**src/uts_pkg.sv**
```systemverilog
package uts_pkg;
	// Port count and index width of the multi-PHY slave
	localparam int NPORTS = 32;
	localparam int PORT_INDEX_BITS = $clog2(NPORTS);
	// Bus widths
	localparam int ADDR_W = 5;
	localparam int UWORD_W = 16;
	localparam int DWORD_W = 32;
	// Cell layout on the 16-bit bus, word counter is five bits wide
	localparam logic [4:0] WORD_FIRST = 5'h00;
	localparam logic [4:0] WORD_HEC = 5'h02;
	localparam logic [4:0] WORD_LAST = 5'h19;
	localparam logic [15:0] HEC_DUMMY = 16'h0000;
	// Port map reset values
	localparam logic MAP_EN_RST = 1'b0;
	localparam logic [4:0] MAP_PHY_RST = 5'h00;

	typedef enum logic [1:0] {
		RX_IDLE = 2'b00,
		RX_FETCH = 2'b01,
		RX_SEND = 2'b11
	} uts_rx_state_e;

	typedef enum logic {
		TX_IDLE = 1'b0,
		TX_RECV = 1'b1
	} uts_tx_state_e;
endpackage : uts_pkg

```
**src/uts_port_map.sv**
```systemverilog
module uts_port_map (
	// Clock and reset
	input wire logic clk,
	input wire logic rst_n,
	// Write port
	input wire logic we,
	input wire logic [uts_pkg::PORT_INDEX_BITS-1:0] wr_port,
	input wire logic [uts_pkg::ADDR_W-1:0] wr_phy,
	input wire logic wr_en,
	// All entries in parallel, straight from the entry registers
	output logic [uts_pkg::NPORTS*uts_pkg::ADDR_W-1:0] map_phy,
	output logic [uts_pkg::NPORTS-1:0] map_en
);
	////////////////////////////////////////////////////////////////////////////////
	// One entry per logical port: bus address it answers to, and enable
	for (genvar p = 0; p < uts_pkg::NPORTS; p++) begin : g_entry
		always_ff @(posedge clk or negedge rst_n) begin
			if (!rst_n) begin
				map_phy[p*uts_pkg::ADDR_W +: uts_pkg::ADDR_W] <= uts_pkg::MAP_PHY_RST;
				map_en[p] <= uts_pkg::MAP_EN_RST;
			end else if (we && wr_port == uts_pkg::PORT_INDEX_BITS'(p)) begin
				map_phy[p*uts_pkg::ADDR_W +: uts_pkg::ADDR_W] <= wr_phy;
				map_en[p] <= wr_en;
			end
		end
	end
endmodule : uts_port_map

```
**src/uts_slave_port.sv**
```systemverilog
// Contract
// Receive: 32-bit dwords out as 16-bit words
// Serve up to 32 ports per direction
// Master polls address, slave answers availability
// Receive clav equals addressed port FIFO ready
// Receive cell is twenty-six word transfers
// Receive third word is dummy HEC
// Earlier byte sits in upper half
// Host-written table maps bus to logical ports
// Receive FIFO readiness tracked per port
// Transmit: word pairs packed into dwords with port
// Transmit clav only when FIFO accepts cell
// Selected port's dwords strobed by data enable
// Transmit: twenty-six words, third masked as HEC
// Port count and index width are parameters
// Master polls ports, keeps status before selecting
// Clav driven next cycle only for own address
// Transfer needs last clav asserted; ends word 26
module uts_slave_port (
	// Clock and reset
	input wire logic SYS_CLK,
	input wire logic RESETN,
	// Port map configuration
	input wire logic CFG_WE,
	input wire logic [uts_pkg::PORT_INDEX_BITS-1:0] CFG_PORT,
	input wire logic [uts_pkg::ADDR_W-1:0] CFG_PHY,
	input wire logic CFG_EN,
	// Receive direction, bus side
	input wire logic [uts_pkg::ADDR_W-1:0] RX_ADDR,
	input wire logic RX_ENB_N,
	output logic RX_CLAV,
	output logic RX_CLAV_OE,
	output logic [uts_pkg::UWORD_W-1:0] RX_DATA,
	output logic RX_SOC,
	output logic RX_DATA_OE,
	// Receive direction, cell FIFO side
	input wire logic [uts_pkg::NPORTS-1:0] RXF_READY,
	input wire logic [uts_pkg::DWORD_W-1:0] RXF_DATA,
	output logic [uts_pkg::PORT_INDEX_BITS-1:0] RXF_PORT,
	output logic RXF_RD,
	// Transmit direction, bus side
	input wire logic [uts_pkg::ADDR_W-1:0] TX_ADDR,
	input wire logic TX_ENB_N,
	input wire logic [uts_pkg::UWORD_W-1:0] TX_DATA,
	input wire logic TX_SOC,
	output logic TX_CLAV,
	output logic TX_CLAV_OE,
	// Transmit direction, cell FIFO side
	input wire logic [uts_pkg::NPORTS-1:0] TXF_READY,
	output logic [uts_pkg::DWORD_W-1:0] TXF_DATA,
	output logic [uts_pkg::PORT_INDEX_BITS-1:0] TXF_PORT,
	output logic TXF_WE
);
	localparam int PIB = uts_pkg::PORT_INDEX_BITS;
	localparam int AW = uts_pkg::ADDR_W;

	logic [uts_pkg::NPORTS*AW-1:0] map_phy;
	logic [uts_pkg::NPORTS-1:0] map_en;
	logic [uts_pkg::NPORTS-1:0] rx_match;
	logic [uts_pkg::NPORTS-1:0] tx_match;
	logic rx_hit;
	logic tx_hit;
	logic [PIB-1:0] rx_idx;
	logic [PIB-1:0] tx_idx;
	logic [PIB-1:0] rx_poll_idx_ff;
	logic [PIB-1:0] tx_poll_idx_ff;
	logic rx_enb_q_ff;
	logic tx_enb_q_ff;
	logic rx_sel;
	logic tx_sel;
	uts_pkg::uts_rx_state_e rx_st_ff;
	uts_pkg::uts_tx_state_e tx_st_ff;
	logic [4:0] rx_w_ff;
	logic [4:0] tx_w_ff;
	logic [uts_pkg::DWORD_W-1:0] rx_dword_ff;
	logic [uts_pkg::UWORD_W-1:0] tx_hold_ff;
	logic [uts_pkg::UWORD_W-1:0] rxf_hi;
	logic rx_take;
	logic tx_take;

	////////////////////////////////////////////////////////////////////////////////
	// Bus address to logical port table
	uts_port_map u_map (
		.clk(SYS_CLK),
		.rst_n(RESETN),
		.we(CFG_WE),
		.wr_port(CFG_PORT),
		.wr_phy(CFG_PHY),
		.wr_en(CFG_EN),
		.map_phy(map_phy),
		.map_en(map_en)
	);

	// Per-port address compare for both polling buses
	for (genvar p = 0; p < uts_pkg::NPORTS; p++) begin : g_match
		assign rx_match[p] = map_en[p] && map_phy[p*AW +: AW] == RX_ADDR;
		assign tx_match[p] = map_en[p] && map_phy[p*AW +: AW] == TX_ADDR;
	end

	// Two ports mapped to one address: the highest index answers
	always_comb begin
		rx_hit = |rx_match;
		tx_hit = |tx_match;
		rx_idx = '0;
		tx_idx = '0;
		for (int i = 0; i < uts_pkg::NPORTS; i++) begin
			if (rx_match[i]) begin
				rx_idx = PIB'(i);
			end
			if (tx_match[i]) begin
				tx_idx = PIB'(i);
			end
		end
	end

	////////////////////////////////////////////////////////////////////////////////
	// Polling answers, one cycle after the address
	always_ff @(posedge SYS_CLK or negedge RESETN) begin
		if (!RESETN) begin
			RX_CLAV <= 1'b0;
			RX_CLAV_OE <= 1'b0;
			TX_CLAV <= 1'b0;
			TX_CLAV_OE <= 1'b0;
			rx_poll_idx_ff <= '0;
			tx_poll_idx_ff <= '0;
			rx_enb_q_ff <= 1'b1;
			tx_enb_q_ff <= 1'b1;
		end else begin
			RX_CLAV <= rx_hit && RXF_READY[rx_idx];
			RX_CLAV_OE <= rx_hit;
			TX_CLAV <= tx_hit && TXF_READY[tx_idx];
			TX_CLAV_OE <= tx_hit;
			rx_poll_idx_ff <= rx_idx;
			tx_poll_idx_ff <= tx_idx;
			rx_enb_q_ff <= RX_ENB_N;
			tx_enb_q_ff <= TX_ENB_N;
		end
	end

	// Select is the falling enable; the address of the cycle before names the port
	assign rx_sel = rx_st_ff == uts_pkg::RX_IDLE && rx_enb_q_ff && !RX_ENB_N
		&& RX_CLAV_OE && RX_CLAV;
	assign tx_sel = tx_st_ff == uts_pkg::TX_IDLE && tx_enb_q_ff && !TX_ENB_N
		&& TX_CLAV_OE && TX_CLAV && TX_SOC;
	assign rx_take = rx_st_ff == uts_pkg::RX_SEND && !RX_ENB_N;
	assign tx_take = tx_st_ff == uts_pkg::TX_RECV && !TX_ENB_N;
	assign rxf_hi = RXF_DATA[31:16];

	////////////////////////////////////////////////////////////////////////////////
	// Receive: one fetch cycle after select, then a word per enabled cycle.
	// The dword that carries word 2 loses its upper half to the dummy HEC.
	always_ff @(posedge SYS_CLK or negedge RESETN) begin
		if (!RESETN) begin
			rx_st_ff <= uts_pkg::RX_IDLE;
			rx_w_ff <= uts_pkg::WORD_FIRST;
			rx_dword_ff <= '0;
			RX_DATA <= '0;
			RX_SOC <= 1'b0;
			RX_DATA_OE <= 1'b0;
			RXF_PORT <= '0;
			RXF_RD <= 1'b0;
		end else begin
			RXF_RD <= 1'b0;
			case (rx_st_ff)
				uts_pkg::RX_IDLE: begin
					if (rx_sel) begin
						RXF_PORT <= rx_poll_idx_ff;
						rx_st_ff <= uts_pkg::RX_FETCH;
					end
				end
				uts_pkg::RX_FETCH: begin
					rx_dword_ff <= RXF_DATA;
					RX_DATA <= RXF_DATA[31:16];
					RXF_RD <= 1'b1;
					RX_SOC <= 1'b1;
					RX_DATA_OE <= 1'b1;
					rx_w_ff <= uts_pkg::WORD_FIRST;
					rx_st_ff <= uts_pkg::RX_SEND;
				end
				uts_pkg::RX_SEND: begin
					if (rx_take) begin
						RX_SOC <= 1'b0;
						if (rx_w_ff == uts_pkg::WORD_LAST) begin
							RX_DATA_OE <= 1'b0;
							rx_st_ff <= uts_pkg::RX_IDLE;
						end else begin
							rx_w_ff <= rx_w_ff + 5'h01;
							if (rx_w_ff[0]) begin
								rx_dword_ff <= RXF_DATA;
								RXF_RD <= 1'b1;
								if (rx_w_ff + 5'h01 == uts_pkg::WORD_HEC) begin
									RX_DATA <= uts_pkg::HEC_DUMMY;
								end else begin
									RX_DATA <= RXF_DATA[31:16];
								end
							end else begin
								RX_DATA <= rx_dword_ff[15:0];
							end
						end
					end
				end
				default: begin
					RX_DATA_OE <= 1'b0;
					rx_st_ff <= uts_pkg::RX_IDLE;
				end
			endcase
		end
	end

	////////////////////////////////////////////////////////////////////////////////
	// Transmit: word 0 arrives with the select edge; odd words complete a dword
	always_ff @(posedge SYS_CLK or negedge RESETN) begin
		if (!RESETN) begin
			tx_st_ff <= uts_pkg::TX_IDLE;
			tx_w_ff <= uts_pkg::WORD_FIRST;
			tx_hold_ff <= '0;
			TXF_DATA <= '0;
			TXF_PORT <= '0;
			TXF_WE <= 1'b0;
		end else begin
			TXF_WE <= 1'b0;
			case (tx_st_ff)
				uts_pkg::TX_IDLE: begin
					if (tx_sel) begin
						TXF_PORT <= tx_poll_idx_ff;
						tx_hold_ff <= TX_DATA;
						tx_w_ff <= 5'h01;
						tx_st_ff <= uts_pkg::TX_RECV;
					end
				end
				uts_pkg::TX_RECV: begin
					if (tx_take) begin
						if (tx_w_ff[0]) begin
							TXF_DATA <= {tx_hold_ff, TX_DATA};
							TXF_WE <= 1'b1;
						end else if (tx_w_ff == uts_pkg::WORD_HEC) begin
							tx_hold_ff <= uts_pkg::HEC_DUMMY;
						end else begin
							tx_hold_ff <= TX_DATA;
						end
						if (tx_w_ff == uts_pkg::WORD_LAST) begin
							tx_st_ff <= uts_pkg::TX_IDLE;
						end else begin
							tx_w_ff <= tx_w_ff + 5'h01;
						end
					end
				end
				default: begin
					tx_st_ff <= uts_pkg::TX_IDLE;
				end
			endcase
		end
	end
endmodule : uts_slave_port

```
**config.mk**
```make
export PLATFORM = sky130hd
export DESIGN_NAME = uts_slave_port
export DESIGN_NICKNAME = d
export VERILOG_FILES = /design/src/uts_pkg.sv /design/src/uts_port_map.sv /design/src/uts_slave_port.sv
export SDC_FILE = /design/constraint.sdc
export NUM_CORES = 1
export LEC_CHECK = 0
export BUFFER_PORTS_ARGS = -buffer_cell sky130_fd_sc_hd__buf_2
export CORE_MARGIN = 2
export CORE_UTILIZATION = 64
export DETAILED_ROUTE_END_ITERATION = 10
export HOLD_SLACK_MARGIN = 0.12
export PLACE_DENSITY = 0.86
export SYNTH_ARGS = -nofsm -noshare
export SYNTH_HDL_FRONTEND = slang
export SYNTH_HIERARCHICAL = 1
export SYNTH_SLANG_ARGS = --single-unit
```
**constraint.sdc**
```tcl
create_clock -name SYS_CLK -period 7.3 [get_ports SYS_CLK]
set_input_delay 2.19 -clock SYS_CLK [delete_from_list [all_inputs] [get_ports SYS_CLK]]
set_output_delay 2.19 -clock SYS_CLK [all_outputs]
set_load 0.03 [all_outputs]
```
==> impl_metrics.json, run 1 <==
{
  "synth.top_cell.area_share_pct": 44.7,
  "post_synth_instance_area_mm2": 0.0175,
  "synth_largest_area_cell": "sky130_fd_sc_hd__dfrtp_1",
  "synthesis.yosys.warnings": 6,
  "report.final.slew_viol_count": 0,
  "floorplan.io_pins": 205,
  "synth_seq_area_share_pct": 45.0,
  "cts_tree": "done",
  "criticalPathCategory": "in2reg",
  "total_leakage_power_nw": 9.81,
  "worst_slew_pin_slew_ns": 1.10,
  "initial_antenna_violation_count": 4,
  "yosys_register_bits": 315,
  "numPortBuffers": 204,
  "clk-insertion-delay-late_ns": 0.52,
  "drc_errors": 0,
  "detail_route.wl_per_cell_um": 22.6,
  "cts.sink_count": 315,
  "htree_levels": 2,
  "outcome": "finished, final reports clean",
  "detail_route.vias_per_cell": 6.34,
  "post_route_cells_drive_above_1_share_pct": 30.8,
  "vdd_drop_max_mv": 0.222,
  "worst_case_headroom_to_the_max_slew_limit_pct": 26.5,
  "most_used_flip_flop_cell_after_synthesis": "sky130_fd_sc_hd__dfrtp_1",
  "fp.dieW_um": 170,
  "syn-instance-count": 1583,
  "drt-pass1-iter-count": 5,
  "numCtsBuffers": 35,
  "post-cts-setup-buffers": 0,
  "family_of_cells_with_the_greatest_summed_delay_on_the_critical_path": "buffers and inverters",
  "setup-tns-final_ns": 0,
  "grt_first_pass_wirelength_mm": 75.1,
  "cp-end-kind": "register",
  "post_synth.cell_area_avg_um2": 11.1,
  "ys_top_cells_by_count": "sky130_fd_sc_hd__dfrtp_1 (313), sky130_fd_sc_hd__xor2_1 (257), sky130_fd_sc_hd__mux2_2 (240), sky130_fd_sc_hd__nand2_1 (147), sky130_fd_sc_hd__xnor2_1 (68)",
  "detail_route.iter0.violations": 1341,
  "crit_arrival_ns": 6.38,
  "cts_max_path_buffers": 3,
  "post-synth-top-count-cell": "sky130_fd_sc_hd__dfrtp_1",
  "placement.setup.worst_slack_ns": 1.14,
  "clock-skew-final_ns": 0.0185,
  "grtUsageTotal_pct": 33.6,
  "gpl.final_weighted_congestion": 0.987,
  "cell_type_with_the_highest_occurrence_count_on_the_critical_path": "sky130_fd_sc_hd__nor2_1",
  "grt_max_degree": 187,
  "crit_path_max_fanout": 18,
  "finalCriticalPeriod_ns": 5.93,
  "holdCritPathClass": "reg2reg",
  "cellPowerDensity_mw_per_mm2": 316,
  "post-route-worst-setup-slack_ns": 1.37,
  "detailedPlacementHpwl_mm": 31.4,
  "rsz0062_at_grt": "no",
  "effective_utilization_at_floorplan_pct": 65.1,
  "cts.clk_slew.worst_paths_ns": 0.06,
  "detail-route-antenna-nets": 0,
  "async_flop_share_pct": 100,
  "first_global_vias": 14000,
  "overflow_after_grt": 0,
  "path_buf_inv": 3,
  "cts_repair_resize_count": 0,
  "floorplan.core_area_mm2": 0.0270,
  "maxCapViolCount": 0,
  "hold_viol_final": 0,
  "finalPower_mw": 6.26,
  "detailroute.via_count": 13500,
  "critical_path.startpoint_type": "input pin",
  "critPathMaxStageDelay_ns": 0.81,
  "num_rows": 60,
  "floorplan.die_area_mm2": 0.0287,
  "worstPathCellList": "buf_2, buf_4, xor2_1, nor4_1, and3_1, nor2_1, o31ai_1, a2111oi_0, nor2_1, inv_1, mux2_2, o2111a_1, nand4_1",
  "max_freq_mhz": 169,
  "syn_nets": 1728,
  "timing.critical_path.required_ns": 7.75,
  "area_growth_syn_to_layout_pct": 13.2,
  "detail_route.wirelength_mm": 48.2,
  "synth-edff-count": 0,
  "critical_path.slowest_cell": "sky130_fd_sc_hd__a2111oi_0",
  "netlist_top_cells_area": "sky130_fd_sc_hd__dfrtp_1 (45%), sky130_fd_sc_hd__mux2_2 (15%), sky130_fd_sc_hd__xor2_1 (13%), sky130_fd_sc_hd__xnor2_1 (3.4%), sky130_fd_sc_hd__nand2_1 (3.1%)",
  "cts_root_buffer": "sky130_fd_sc_hd__clkbuf_16",
  "setup_violations": 0,
  "cts_hold_repair.buffers": 0,
  "net_total_in_the_final_layout": 1903,
  "die_height_um": 170,
  "ys_types": 69,
  "final.period_utilization_pct": 81.3
}
## per-layer routing
metal	up-vias	routed length [um]	track usage (%)
li1	5888	-	-
met5	-	0	0
met2	747	22600	54.7
met4	0	2440	17.4
met1	6669	18400	42.2
met3	192	4670	7.79
## registers in the layout, summed over array words and instances, names as in the netlist, 2 cells and up
signal          cells
rx_st_ff            2
tx_poll_idx_ff      5
u_map/map_phy     160
tx_hold_ff         16
RX_DATA            16
TXF_DATA           32
u_map/map_en       32
TXF_PORT            5
tx_w_ff             5
RXF_PORT            5
rx_poll_idx_ff      5
rx_dword_ff        16
rx_w_ff             5
## area by class of cell
cell class	count	area, um2
diodes	4	10.0
clock buffers	50	1040
clock inverters	12	136
fillers	1779	7100
inverters	16	60.1
multi-input cells	1165	9070
flip-flops and latches	315	7890
well taps	341	427
repair buffers	225	1210
## where the power goes
part | internal (mW) | switching (mW) | leakage, nW | total, mW
combinational | 0.793 | 1.08 | 5.17 | 1.88
clock | 1.07 | 0.714 | 0.580 | 1.79
sequential | 2.19 | 0.414 | 4.06 | 2.60
## per-stage QoR
step / utilization, % / hold slack, ns / instance area, um2 / instances
final: 73.7 / 0.480 / 19900 / 2128
after global routing: 73.7 / 0.488 / 19900 / 2128
after CTS: 73.6 / 0.480 / 19800 / 2124
after detailed placement: 69.2 / 0.464 / 18700 / 2062
after global placement: 69.2 / 0.457 / 18700 / 2062
after floorplan: - / 0.444 / 17500 / 1583
## path summary, 6_finish.rpt
path	startpoint	end	slack, ns	cells past startpoint
setup reg to reg	u_map/map_phy[28]$_DFFE_PN0P_	RX_CLAV$_DFF_PN0_	3.46	12
max in group asynchronous	RESETN	u_map/map_phy[27]$_DFFE_PN0P_	4.34	2
hold reg to reg	rx_dword_ff[13]$_DFFE_PN0P_	rx_dword_ff[13]$_DFFE_PN0P_	0.48	2
hold / removal	rx_dword_ff[13]$_DFFE_PN0P_	rx_dword_ff[13]$_DFFE_PN0P_	0.48	2
setup / recovery	RX_ADDR[4]	RX_CLAV$_DFF_PN0_	1.37	13
min in group asynchronous	RESETN	RX_DATA[2]$_DFFE_PN0P_	1.56	1
## placed cells by master (no fill, tap or decap), types with 4 or more instances in the layout
master / n
sky130_fd_sc_hd__nor2b_1: 7
sky130_fd_sc_hd__clkbuf_8: 9
sky130_fd_sc_hd__nand3_1: 39
sky130_fd_sc_hd__o211ai_1: 25
sky130_fd_sc_hd__a211o_1: 5
sky130_fd_sc_hd__xor2_1: 257
sky130_fd_sc_hd__o21a_1: 5
sky130_fd_sc_hd__diode_2: 4
sky130_fd_sc_hd__dfrtp_1: 313
sky130_fd_sc_hd__o31ai_1: 4
sky130_fd_sc_hd__or3_1: 6
sky130_fd_sc_hd__clkbuf_16: 36
sky130_fd_sc_hd__or2_2: 6
sky130_fd_sc_hd__nand2b_1: 10
sky130_fd_sc_hd__a21oi_1: 13
sky130_fd_sc_hd__ha_1: 6
sky130_fd_sc_hd__nand4b_1: 6
sky130_fd_sc_hd__nor2_1: 55
sky130_fd_sc_hd__mux2i_1: 30
sky130_fd_sc_hd__xnor2_1: 68
sky130_fd_sc_hd__nor3_1: 13
sky130_fd_sc_hd__buf_2: 203
sky130_fd_sc_hd__o21ai_0: 32
sky130_fd_sc_hd__clkbuf_1: 5
sky130_fd_sc_hd__a31oi_1: 5
sky130_fd_sc_hd__nor4_1: 67
sky130_fd_sc_hd__nand2_1: 147
sky130_fd_sc_hd__clkinv_2: 5
sky130_fd_sc_hd__and3_1: 57
sky130_fd_sc_hd__buf_4: 19
sky130_fd_sc_hd__mux2_2: 240
sky130_fd_sc_hd__nand4_1: 13
sky130_fd_sc_hd__inv_1: 14
## tightest hold or removal path, cell delays in order, from the launching register on
cell and delay, ns:
sky130_fd_sc_hd__dfrtp_1 0.34, sky130_fd_sc_hd__nand2_1 0.05, sky130_fd_sc_hd__nand2_1 0.05
## logic make-up (layout without fill, tap and decap cells)
family | after synthesis | after routing | share of synthesized area, %
AND/OR/NAND/NOR | 444 | 444 | 13.0
XOR/XNOR | 325 | 325 | 16.2
flip-flops | 315 | 315 | 45.0
multiplexers | 270 | 270 | 17.1
AO/OA/AOI/OAI | 120 | 120 | 4.91
buffers and inverters | 103 | 303 | 3.33
adder cells (fa/ha/maj) | 6 | 6 | 0.428
other | 0 | 4 | 0
(Power assumes the default switching activity.)
==> inputs of run 2 (changes only) <==
- CORE_UTILIZATION: 64 -> 59
- PLACE_DENSITY: 0.86 -> 0.81
- clock period: 7.3 -> 5.8 ns (I/O delays scaled with it)
==> impl_metrics.json, run 2 (synthesized netlist as in run 1, its figures left out) <==
{
  "fp.dieW_um": 176,
  "floorplan.core_area_mm2": 0.0295,
  "cts_tree": "done",
  "critical_path.startpoint_type": "input pin",
  "largestRegisters": "u_map/map_phy: 160 flops, TXF_DATA: 32 flops, u_map/map_en: 32 flops",
  "outcome": "finished, final reports clean",
  "worst_slew_pin_slew_ns": 1.20,
  "area_growth_syn_to_layout_pct": 14.0,
  "numCtsBuffers": 31,
  "timing.hold.worst_path_depth": 1,
  "total_leakage_power_nw": 9.87,
  "cts_max_path_buffers": 3,
  "effective_utilization_at_floorplan_pct": 59.5,
  "drc_errors": 0,
  "num_rows": 63,
  "numPortBuffers": 204,
  "die_height_um": 176,
  "antenna-diode-count": 0,
  "report.final.slew_viol_count": 0,
  "detailedPlacementHpwl_mm": 32.6,
  "detail-route-antenna-nets": 0,
  "first_global_vias": 13500,
  "floorplan.die_area_mm2": 0.0311,
  "cellPowerDensity_mw_per_mm2": 389,
  "cts_repair_resize_count": 0,
  "cts_hold_repair.buffers": 0,
  "largest_register_ff_count": 160,
  "crit_path_max_fanout": 12,
  "clock-skew-final_ns": 0.00723,
  "rsz0062_at_grt": "no",
  "cp-end-kind": "register",
  "detail_route.vias_per_cell": 6.06,
  "holdCritPathClass": "reg2reg",
  "floorplan.io_pins": 205,
  "crit_arrival_ns": 5.42,
  "commonest_non_fill_non_tap_cell_in_the_layout": "sky130_fd_sc_hd__dfrtp_1",
  "clk-insertion-delay-late_ns": 0.58,
  "post_route_cells_drive_above_1_share_pct": 31.4,
  "timing.critical_path.required_ns": 6.32,
  "hold_viol_final": 0,
  "detail_route.wl_per_cell_um": 21.5,
  "gpl.final_weighted_congestion": 0.979,
  "grt_max_degree": 113,
  "htree_levels": 1,
  "most-common-layout-cells": "sky130_fd_sc_hd__dfrtp_1 (313), sky130_fd_sc_hd__xor2_1 (257), sky130_fd_sc_hd__mux2_2 (240)",
  "cts.sink_count": 315,
  "hold_slack_ns": 0.473,
  "overflow_after_grt": 0,
  "cts.clk_slew.worst_paths_ns": 0.07,
  "net_total_in_the_final_layout": 1913,
  "worst_case_headroom_to_the_max_slew_limit_pct": 19.7,
  "cts_root_buffer": "sky130_fd_sc_hd__clkbuf_16",
  "detail_route.wirelength_mm": 47.0,
  "final.period_utilization_pct": 84.5,
  "drt-pass1-iter-count": 6,
  "grt_first_pass_wirelength_mm": 73.8,
  "largest_register": "u_map/map_phy",
  "max_freq_mhz": 204,
  "initial_antenna_violation_count": 0,
  "post-cts-setup-buffers": 0,
  "r2r.worst_path.cells": 11,
  "criticalPathCategory": "in2reg",
  "vdd_drop_max_mv": 0.255,
  "setup-tns-final_ns": 0,
  "finalCriticalPeriod_ns": 4.90,
  "maxCapViolCount": 0,
  "setup_violations": 0,
  "detail_route.iter0.violations": 1261,
  "grtUsageTotal_pct": 30.2,
  "detailroute.via_count": 13200
}
==> run 2: metrics by stage <==
step / power (mW) / instances / cell area [um2] / worst slack (ns) / util (%)
floorplan: 4.92 / 1583 / 17500 / 1.20 / -
global placement: 5.48 / 2125 / 18900 / 0.506 / 64.0
detailed placement: 5.60 / 2125 / 18900 / 0.451 / 64.0
CTS: 7.79 / 2183 / 20000 / 0.979 / 67.8
global route: 8.18 / 2183 / 20000 / 0.724 / 67.8
finish: 7.77 / 2183 / 20000 / 0.898 / 67.8
==> run 2: power by group <==
part	switching, mW	total (mW)	internal, mW
clock	0.889	2.16	1.27
sequential	0.504	3.26	2.75
combinational	1.34	2.35	1.01
==> run 2: worst paths after layout <==
kind	start	to	slack (ns)
max reg2reg	u_map/map_phy[28]$_DFFE_PN0P_	RX_CLAV$_DFF_PN0_	2.20
min reg2reg	tx_poll_idx_ff[4]$_DFF_PN0_	TXF_PORT[4]$_DFFE_PN0P_	0.47
min in group asynchronous	RESETN	rx_dword_ff[15]$_DFFE_PN0P_	1.18
max in group asynchronous	RESETN	u_map/map_en[26]$_DFFE_PN0P_	3.51
max	RX_ADDR[2]	RX_CLAV$_DFF_PN0_	0.90
min	tx_poll_idx_ff[4]$_DFF_PN0_	TXF_PORT[4]$_DFFE_PN0P_	0.47
==> run 2: final cells by class <==
| type | count | area, um2 |
|---|---|---|
| timing repair buffer | 239 | 1370 |
| clock buffer | 37 | 848 |
| sequential | 315 | 7890 |
| fill | 2194 | 9490 |
| multi-input combinational | 1165 | 9070 |
| tap | 390 | 488 |
| inverter | 16 | 60.1 |
| clock inverter | 21 | 264 |
==> run 2: critical path, cell delays in order <==
cell and delay (ns):
sky130_fd_sc_hd__buf_2 0.39, sky130_fd_sc_hd__buf_4 0.33, sky130_fd_sc_hd__xor2_1 0.17, sky130_fd_sc_hd__nor4_1 0.08, sky130_fd_sc_hd__and3_1 0.21, sky130_fd_sc_hd__nor2_1 0.36
sky130_fd_sc_hd__o31ai_1 0.24, sky130_fd_sc_hd__a2111oi_0 0.75, sky130_fd_sc_hd__buf_4 0.23, sky130_fd_sc_hd__nor2_1 0.06, sky130_fd_sc_hd__inv_1 0.17, sky130_fd_sc_hd__mux2_2 0.36
sky130_fd_sc_hd__o2111a_1 0.24, sky130_fd_sc_hd__nand4_1 0.06
==> run 2: per-layer routing <==
metal	up-vias	share of wire, %	track usage (%)
li1	5894	-	-
met1	6635	42	41.1
met4	0	3.3	10.5
met3	100	7.9	4.80
met2	606	47	49.5
met5	-	0	0
